==> config.mk <==
export PLATFORM = sky130hd
export DESIGN_NAME = ppo_top
export DESIGN_NICKNAME = d
export VERILOG_FILES = /design/src/pkg/ppo_pkg.sv /design/src/hw/ppo_top.sv /design/src/hw/ppo_timebase.sv
export SDC_FILE = /design/constraint.sdc
export NUM_CORES = 1
export LEC_CHECK = 0
export BUFFER_PORTS_ARGS = -buffer_cell sky130_fd_sc_hd__buf_2
export CELL_PAD_IN_SITES_DETAIL_PLACEMENT = 1
export CELL_PAD_IN_SITES_GLOBAL_PLACEMENT = 1
export CORE_ASPECT_RATIO = 0.7
export CORE_UTILIZATION = 32
export DETAILED_ROUTE_END_ITERATION = 10
export GPL_TIMING_DRIVEN = 0
export HOLD_SLACK_MARGIN = 0.1
export PLACE_DENSITY_LB_ADDON = 0.1
export RECOVER_POWER = 50
export SLEW_MARGIN = 15
export SYNTH_ARGS = -nofsm -noshare
export SYNTH_HDL_FRONTEND = slang
export SYNTH_SLANG_ARGS = --single-unit
==> constraint.sdc <==
create_clock -name mclk -period 5.5 [get_ports mclk]
set_clock_uncertainty 0.1 [all_clocks]
set_input_delay 0.275 -clock mclk [delete_from_list [all_inputs] [get_ports mclk]]
set_output_delay 0.275 -clock mclk [all_outputs]
set_load 0.01 [all_outputs]
==> src/pkg/ppo_pkg.sv <==
// ************************************************************
// Shared constants and types of the pulse pattern output stage.
// ************************************************************
package ppo_pkg;

   // ************************************************************
   // Register byte addresses on the APB side.
   // ************************************************************
   localparam logic [7:0] OFS_NEXT_ENABLE_HIGH = 8'h00;
   localparam logic [7:0] OFS_NEXT_ENABLE_LOW = 8'h04;
   localparam logic [7:0] OFS_OUTPUT_DATA_HIGH = 8'h08;
   localparam logic [7:0] OFS_OUTPUT_DATA_LOW = 8'h0C;
   localparam logic [7:0] OFS_NEXT_VALUE_HIGH = 8'h10;
   localparam logic [7:0] OFS_NEXT_VALUE_LOW = 8'h14;
   localparam logic [7:0] OFS_TRIGGER_SELECT = 8'h18;
   localparam logic [7:0] OFS_TIMER_CONTROL = 8'h1C;
   localparam logic [7:0] OFS_TIMER_PERIOD = 8'h20;
   localparam logic [7:0] OFS_TIMER_COMPARE_A = 8'h24;
   localparam logic [7:0] OFS_TIMER_COMPARE_B = 8'h28;
   localparam logic [7:0] OFS_TIMER_COUNT = 8'h2C;
   localparam logic [7:0] OFS_SOFT_TRIGGER = 8'h30;

   // ************************************************************
   // Geometry of the data path.
   // ************************************************************
   localparam int NUM_GROUPS = 4;
   localparam int GROUP_W = 4;
   localparam int DATA_W = 16;
   localparam int PIN_LSB = 8;
   localparam int SEL_W = 2;
   localparam int TRG_SOFT = 3;

   // ************************************************************
   // Values after reset.
   // ************************************************************
   localparam logic [15:0] RST_ENABLE = 16'h0000;
   localparam logic [15:0] RST_OUT_DATA = 16'h0000;
   localparam logic [15:0] RST_NEXT_VAL = 16'h0000;
   localparam logic [7:0] RST_TRIG_SEL = 8'h00;
   localparam logic [15:0] RST_PERIOD = 16'hFFFF;
   localparam logic [15:0] RST_COMPARE = 16'h0000;
   localparam logic [15:0] RST_COUNT = 16'h0000;

   // Software visible state of the output stage, kept together.
   typedef struct packed {
      logic [15:0] enable;
      logic [15:0] out_data;
      logic [15:0] next_val;
      logic [7:0] trig_sel;
      logic tmr_run;
      logic [15:0] period;
      logic [15:0] cmp_a;
      logic [15:0] cmp_b;
   } ppo_regs_s;

endpackage : ppo_pkg

==> src/hw/ppo_top.sv <==
// Our own choices: the address map and the APB slave port.
`timescale 1ns/1ps
// Summary of operation
// - Output data forms four-bit groups that run independently; groups 3 and 2 have pins.
// - Group 3 drives pulse pins 15 to 12 and group 2 drives pins 11 to 8, all outputs only.
// - A sixteen bit timer is the time base; its three events and the software strobe are the output triggers.
// - On a group trigger every bit with its next enable set takes its next value bit.
// - A bit whose next enable is clear keeps its output data when a trigger comes.
// - Software writes to an output data bit whose next enable is set are ignored.
// - After reset all next enable bits and all output data bits read zero.
// - Software picks the trigger source of each group separately.
// - Next value registers hold what the outputs show at the next trigger.
module ppo_top
(
   input wire logic mclk,
   input wire logic reset,
   input wire logic psel,
   input wire logic penable,
   input wire logic pwrite,
   input wire logic [7:0] paddr,
   input wire logic [31:0] pwdata,
   output logic [31:0] prdata,
   output logic pready,
   output logic pslverr,
   output logic [15:8] pulse_pin
);

   // ************************************************************
   // Declarations.
   // ************************************************************
   ppo_pkg::ppo_regs_s regs;
   ppo_pkg::ppo_regs_s next_regs;
   logic [31:0] next_prdata;
   logic next_pready;
   logic next_pslverr;
   logic soft_trig;
   logic next_soft_trig;
   logic [15:0] tmr_count;
   logic [2:0] tmr_evt;
   logic [3:0] trig_src;
   logic [3:0] grp_trig;
   logic [15:0] xfer_mask;
   logic apb_setup;
   logic apb_write;
   logic rd_hit;
   logic [15:0] wr_data;

   // ************************************************************
   // Time base.
   // ************************************************************

   // The timer runs only while software has set its run bit.
   ppo_timebase u_timebase
   (
      .mclk(mclk),
      .reset(reset),
      .run(regs.tmr_run),
      .period(regs.period),
      .cmp_a(regs.cmp_a),
      .cmp_b(regs.cmp_b),
      .count(tmr_count),
      .evt(tmr_evt)
   );

   // Period match, compare A, compare B and the software strobe are the sources.
   assign trig_src = {soft_trig, tmr_evt};

   // ************************************************************
   // Trigger selection and transfer mask.
   // ************************************************************

   // Each group has its own selector, so groups never wait on each other.
   genvar g;
   generate
      for (g = 0; g < ppo_pkg::NUM_GROUPS; g++)
      begin : gen_group
         assign grp_trig[g] =
            trig_src[regs.trig_sel[g*ppo_pkg::SEL_W +: ppo_pkg::SEL_W]];
         assign xfer_mask[g*ppo_pkg::GROUP_W +: ppo_pkg::GROUP_W] =
            {ppo_pkg::GROUP_W{grp_trig[g]}} &
            regs.enable[g*ppo_pkg::GROUP_W +: ppo_pkg::GROUP_W];
      end
   endgenerate

   // ************************************************************
   // APB decode.
   // ************************************************************

   // The slave answers in the first access cycle, so pready is a registered setup flag.
   assign apb_setup = psel & ~penable;
   assign apb_write = psel & penable & pready & pwrite;
   assign wr_data = {8'h00, pwdata[7:0]};

   // Read data is captured during setup, so prdata can leave straight from a flop.
   always_comb
   begin
      next_prdata = 32'h0000_0000;
      rd_hit = 1'b1;
      if (paddr == ppo_pkg::OFS_NEXT_ENABLE_HIGH)
      begin
         next_prdata = {24'h00_0000, regs.enable[15:8]};
      end
      else if (paddr == ppo_pkg::OFS_NEXT_ENABLE_LOW)
      begin
         next_prdata = {24'h00_0000, regs.enable[7:0]};
      end
      else if (paddr == ppo_pkg::OFS_OUTPUT_DATA_HIGH)
      begin
         next_prdata = {24'h00_0000, regs.out_data[15:8]};
      end
      else if (paddr == ppo_pkg::OFS_OUTPUT_DATA_LOW)
      begin
         next_prdata = {24'h00_0000, regs.out_data[7:0]};
      end
      else if (paddr == ppo_pkg::OFS_NEXT_VALUE_HIGH)
      begin
         next_prdata = {24'h00_0000, regs.next_val[15:8]};
      end
      else if (paddr == ppo_pkg::OFS_NEXT_VALUE_LOW)
      begin
         next_prdata = {24'h00_0000, regs.next_val[7:0]};
      end
      else if (paddr == ppo_pkg::OFS_TRIGGER_SELECT)
      begin
         next_prdata = {24'h00_0000, regs.trig_sel};
      end
      else if (paddr == ppo_pkg::OFS_TIMER_CONTROL)
      begin
         next_prdata = {31'h0000_0000, regs.tmr_run};
      end
      else if (paddr == ppo_pkg::OFS_TIMER_PERIOD)
      begin
         next_prdata = {16'h0000, regs.period};
      end
      else if (paddr == ppo_pkg::OFS_TIMER_COMPARE_A)
      begin
         next_prdata = {16'h0000, regs.cmp_a};
      end
      else if (paddr == ppo_pkg::OFS_TIMER_COMPARE_B)
      begin
         next_prdata = {16'h0000, regs.cmp_b};
      end
      else if (paddr == ppo_pkg::OFS_TIMER_COUNT)
      begin
         next_prdata = {16'h0000, tmr_count};
      end
      else if (paddr == ppo_pkg::OFS_SOFT_TRIGGER)
      begin
         next_prdata = 32'h0000_0000;
      end
      else
      begin
         rd_hit = 1'b0;
      end
   end

   // ************************************************************
   // Register next values.
   // ************************************************************

   // Software writes land first, then trigger transfers overwrite enabled bits.
   always_comb
   begin
      next_regs = regs;
      next_soft_trig = 1'b0;
      next_pready = apb_setup;
      next_pslverr = apb_setup & ~rd_hit;
      if (apb_write)
      begin
         if (paddr == ppo_pkg::OFS_NEXT_ENABLE_HIGH)
         begin
            next_regs.enable[15:8] = wr_data[7:0];
         end
         else if (paddr == ppo_pkg::OFS_NEXT_ENABLE_LOW)
         begin
            next_regs.enable[7:0] = wr_data[7:0];
         end
         else if (paddr == ppo_pkg::OFS_OUTPUT_DATA_HIGH)
         begin
            next_regs.out_data[15:8] = (regs.out_data[15:8] & regs.enable[15:8]) |
               (wr_data[7:0] & ~regs.enable[15:8]);
         end
         else if (paddr == ppo_pkg::OFS_OUTPUT_DATA_LOW)
         begin
            next_regs.out_data[7:0] = (regs.out_data[7:0] & regs.enable[7:0]) |
               (wr_data[7:0] & ~regs.enable[7:0]);
         end
         else if (paddr == ppo_pkg::OFS_NEXT_VALUE_HIGH)
         begin
            next_regs.next_val[15:8] = wr_data[7:0];
         end
         else if (paddr == ppo_pkg::OFS_NEXT_VALUE_LOW)
         begin
            next_regs.next_val[7:0] = wr_data[7:0];
         end
         else if (paddr == ppo_pkg::OFS_TRIGGER_SELECT)
         begin
            next_regs.trig_sel = wr_data[7:0];
         end
         else if (paddr == ppo_pkg::OFS_TIMER_CONTROL)
         begin
            next_regs.tmr_run = pwdata[0];
         end
         else if (paddr == ppo_pkg::OFS_TIMER_PERIOD)
         begin
            next_regs.period = pwdata[15:0];
         end
         else if (paddr == ppo_pkg::OFS_TIMER_COMPARE_A)
         begin
            next_regs.cmp_a = pwdata[15:0];
         end
         else if (paddr == ppo_pkg::OFS_TIMER_COMPARE_B)
         begin
            next_regs.cmp_b = pwdata[15:0];
         end
         else if (paddr == ppo_pkg::OFS_SOFT_TRIGGER)
         begin
            next_soft_trig = pwdata[0];
         end
      end
      // Enabled and writable bits are disjoint, so the transfer never fights a write.
      next_regs.out_data = (next_regs.out_data & ~xfer_mask) |
         (regs.next_val & xfer_mask);
   end

   // ************************************************************
   // State registers.
   // ************************************************************

   // The pins have their own flops, loaded with the same next output data byte, so no glitch reaches a load.
   always_ff @(posedge mclk)
   begin
      if (reset)
      begin
         regs.enable <= ppo_pkg::RST_ENABLE;
         regs.out_data <= ppo_pkg::RST_OUT_DATA;
         regs.next_val <= ppo_pkg::RST_NEXT_VAL;
         regs.trig_sel <= ppo_pkg::RST_TRIG_SEL;
         regs.tmr_run <= 1'b0;
         regs.period <= ppo_pkg::RST_PERIOD;
         regs.cmp_a <= ppo_pkg::RST_COMPARE;
         regs.cmp_b <= ppo_pkg::RST_COMPARE;
         soft_trig <= 1'b0;
         prdata <= 32'h0000_0000;
         pready <= 1'b0;
         pslverr <= 1'b0;
         pulse_pin <= 8'h00;
      end
      else
      begin
         regs <= next_regs;
         soft_trig <= next_soft_trig;
         prdata <= next_prdata;
         pready <= next_pready;
         pslverr <= next_pslverr;
         pulse_pin <= next_regs.out_data[15:8];
      end
   end
endmodule : ppo_top

==> src/hw/ppo_timebase.sv <==
`timescale 1ns/1ps
// ************************************************************
// Sixteen bit time base that supplies the output triggers.
// ************************************************************
module ppo_timebase
(
   input wire logic mclk,
   input wire logic reset,
   input wire logic run,
   input wire logic [15:0] period,
   input wire logic [15:0] cmp_a,
   input wire logic [15:0] cmp_b,
   output logic [15:0] count,
   output logic [2:0] evt
);

   logic [15:0] next_count;
   logic [2:0] next_evt;

   // The counter clears on a period match, so the cycle is period plus one clocks.
   always_comb
   begin
      next_count = count;
      next_evt = 3'h0;
      if (run)
      begin
         next_evt[1] = (count == cmp_a);
         next_evt[2] = (count == cmp_b);
         if (count == period)
         begin
            next_count = ppo_pkg::RST_COUNT;
            next_evt[0] = 1'b1;
         end
         else
         begin
            next_count = count + 16'h0001;
         end
      end
   end

   // Events are registered so every trigger is a clean one-cycle pulse.
   always_ff @(posedge mclk)
   begin
      if (reset)
      begin
         count <= ppo_pkg::RST_COUNT;
         evt <= 3'h0;
      end
      else
      begin
         count <= next_count;
         evt <= next_evt;
      end
   end

endmodule : ppo_timebase

==> metrics.cfg <==
[global_route]
top_usage_layer=met1
grt_max_degree=17
antenna_found_initial=0
grtUsageMet1_pct=38.3
grt_pass1_wl_mm=39.5
grt_pass1_vias=6137
grt_usage_pct=23.2
gr-usage-met2_pct=29.3
grt_overflow=0
grtUsageMet3_pct=4.50

[timing]
setup_tns_ns=0
slew_headroom_pct=-46.7
hold_viol=0
finalWorstSetupSlack_ns=1.77
min_period_over_period_pct=67.9
finalSetupViolCount=0
worst_pin_slew_ns=2.18
fin_crit_ns=3.73
fmaxAchievable_mhz=268
slew_violations=27
rsz0062_at_grt=false

[routing]
ant_nets=0
drt-total-wl_mm=26.5
firstDrtPassIters=5
wl_per_cell_um=21.1
via_per_inst=5.13
drc=0
dr.first_iter.drc_count=395
num_vias=6469

[clock_network]
htreeDepth=4
cts_buffers=17
root_buffer=clkbuf_16
max-clock-path-buffers=2
cts.sinks=143
clock_latency_ns=0.44
cts_setup_buffers=0
cts_tree=yes
clk_pin_slew_ns=0.07

[job]
maxCapViolCount=3

[synthesis]
synth.most_common_cell=dfxtp_1
yosys.area.top_type=dfxtp_1
ys_ff_latch=143
synth_flop_cell=dfxtp_1
synth.distinct_cells=54
netlist_area_mm2=0.00735
ys_async_sr_fraction_pct=0
synthCells=851
synthTopCellsByArea=dfxtp_1 39%, mux2i_1 9.8%, nand2_1 6.1%
yosys.area.top_type_share_pct=38.9
synth-edff-count=0
ys_warn_count=0
syn_avg_cell_area_um2=8.64
ys_top_cells_by_count=143 x dfxtp_1, 119 x nand2_1, 101 x nor2_1, 72 x mux2i_1, 51 x clkbuf_1
synth-seq-area-share_pct=38.9

[critical_path]
path_cells=dlygate4sd3_1 > clkbuf_1 > nor4_1 > nand2_1 > nor2_1 > mux2i_1 > nor2_1
cp-start-kind=input port
worstRegToRegCells=4
required_ns=5.71
cp.arrival_ns=3.95
cpPeakStageDelay_ns=1.32
slowest_stage=nor4_1
crit_top_cell=nor2_1
endpoint_kind=flip-flop
cp_max_fo=8
crit_type=in2reg

[status]
violations=capacitance limit, slew limit
status=finished, violations left

[power_and_ir_drop]
peakVddDrop_mv=0.232
leakagePower_nw=3.25
power.density_mw_per_mm2=270

[layout]
nets=988
diodes=0
stdcell_area_mm2=0.00861
syn_to_final_growth_pct=17.2
multiInputGateArea_mm2=0.00404
nFillCells=2656
seqCellArea_mm2=0.00286
drive_above_1_share_pct=12.6

[placed_design]
io_buffers=46
place.gp.congestion=0.861
place_ws_ns=2.84
place_area_mm2=0.00802
place_hpwl_mm=19.9

[die]
die_x_um=183
design.die.area_mm2=0.0236
num_io_pins=87
initial_core_util_pct=33.3
die_h_um=129
core_region_area_mm2=0.0221
row_count=45

[min_path]
min_path_type=in2reg
min_path_cells=3

-- kinds of logic after synthesis --
| kind of cell | count (synthesis) | synth area share, % |
|---|---|---|
| muxes | 96 | 14.6 |
| buffers and inverters | 93 | 6.16 |
| DFF | 143 | 38.9 |
| and+or+nand+nor | 323 | 21.1 |
| other | 1 | 0.0510 |
| xor gates and xnor gates | 63 | 7.51 |
| AOI/OAI and AO/OA | 131 | 11.5 |
| adders and majority gates | 1 | 0.170 |
-- metrics by stage --
stage	power (mW)	instances	hold slack, ns	utilization (%)
2_1_floorplan	1.13	866	0.286	-
3_3_place_gp	1.19	1217	0.372	36.3
3_5_place_dp	1.19	1217	0.381	36.3
4_1_cts	2.35	1260	0.127	39.4
5_1_grt	2.40	1260	0.129	39.0
6_report	2.32	1260	0.109	39.0
-- critical path: cells and delay by family --
family | cells | cell delay [ns]
AND/OR/NAND/NOR | 4 | 2.65
buffers and inverters | 2 | 0.71
multiplexers | 1 | 0.30
-- cell type report --
class | instances | area share [%]
Clock buffer | 18 | 4.98
Clock inverter | 14 | 1.67
Sequential cell | 143 | 33.2
Buffer | 90 | 5.07
Multi-Input combinational cell | 630 | 46.9
Timing Repair Buffer | 57 | 3.63
Inverter | 3 | 0.131
Tap cell | 305 | 4.43
-- path summary, 6_finish.rpt --
kind | slack (ns) | from | endpoint
worst min-delay path | 0.11 | paddr[6] | pslverr$_SDFF_PP0_
worst max register to register | 2.56 | pready$_SDFF_PP0_ | regs[66]$_SDFFE_PP0P_
worst max-delay path | 1.77 | paddr[5] | regs[103]$_SDFFE_PP0P_
worst min register to register | 0.39 | regs[7]$_SDFFE_PP0P_ | regs[7]$_SDFFE_PP0P_
-- timing repair --
item / CTS / global route
hold endpoints to repair: 27 / 0
hold buffers: 11 / 0
resized for setup: 0 / 0
-- where the power goes --
| group | switching (mW) | internal, mW | total (mW) |
|---|---|---|---|
| logic | 0.0904 | 0.0403 | 0.131 |
| registers | 0.000451 | 1.04 | 1.04 |
| clock network | 0.518 | 0.637 | 1.15 |
| total | 0.609 | 1.71 | 2.32 |
-- cell usage in the layout (no fill, tap or decap), types with 10 or more instances in the layout --
| cell type | Yosys | final |
|---|---|---|
| mux2i_1 | 72 | 72 |
| nand3_1 | 15 | 15 |
| a22oi_1 | 17 | 17 |
| o21ai_0 | 17 | 17 |
| conb_1 | 1 | 16 |
| nor2_1 | 101 | 102 |
| o22ai_1 | 10 | 10 |
| a21oi_1 | 40 | 40 |
| xor2_1 | 46 | 46 |
| nand2_1 | 119 | 119 |
| buf_4 | 24 | 16 |
| clkbuf_16 | 0 | 17 |
| buf_2 | 11 | 31 |
| nand3b_1 | 20 | 20 |
| clkbuf_1 | 51 | 79 |
| dfxtp_1 | 143 | 143 |
| xnor2_1 | 17 | 17 |
| dlygate4sd3_1 | 0 | 11 |
| nand2b_1 | 10 | 10 |
| nor3_1 | 12 | 14 |
| nand4_1 | 11 | 11 |
| a211oi_1 | 16 | 16 |
| mux2_2 | 17 | 17 |
-- routing by layer --
metal	vias up	share of wire (%)	routed length, um
met4	0	0.96	254
met2	177	37	9720
li1	3100	-	-
met1	3176	56	14900
met3	16	6.3	1680
met5	-	0	0
(Power assumes the default switching activity.)
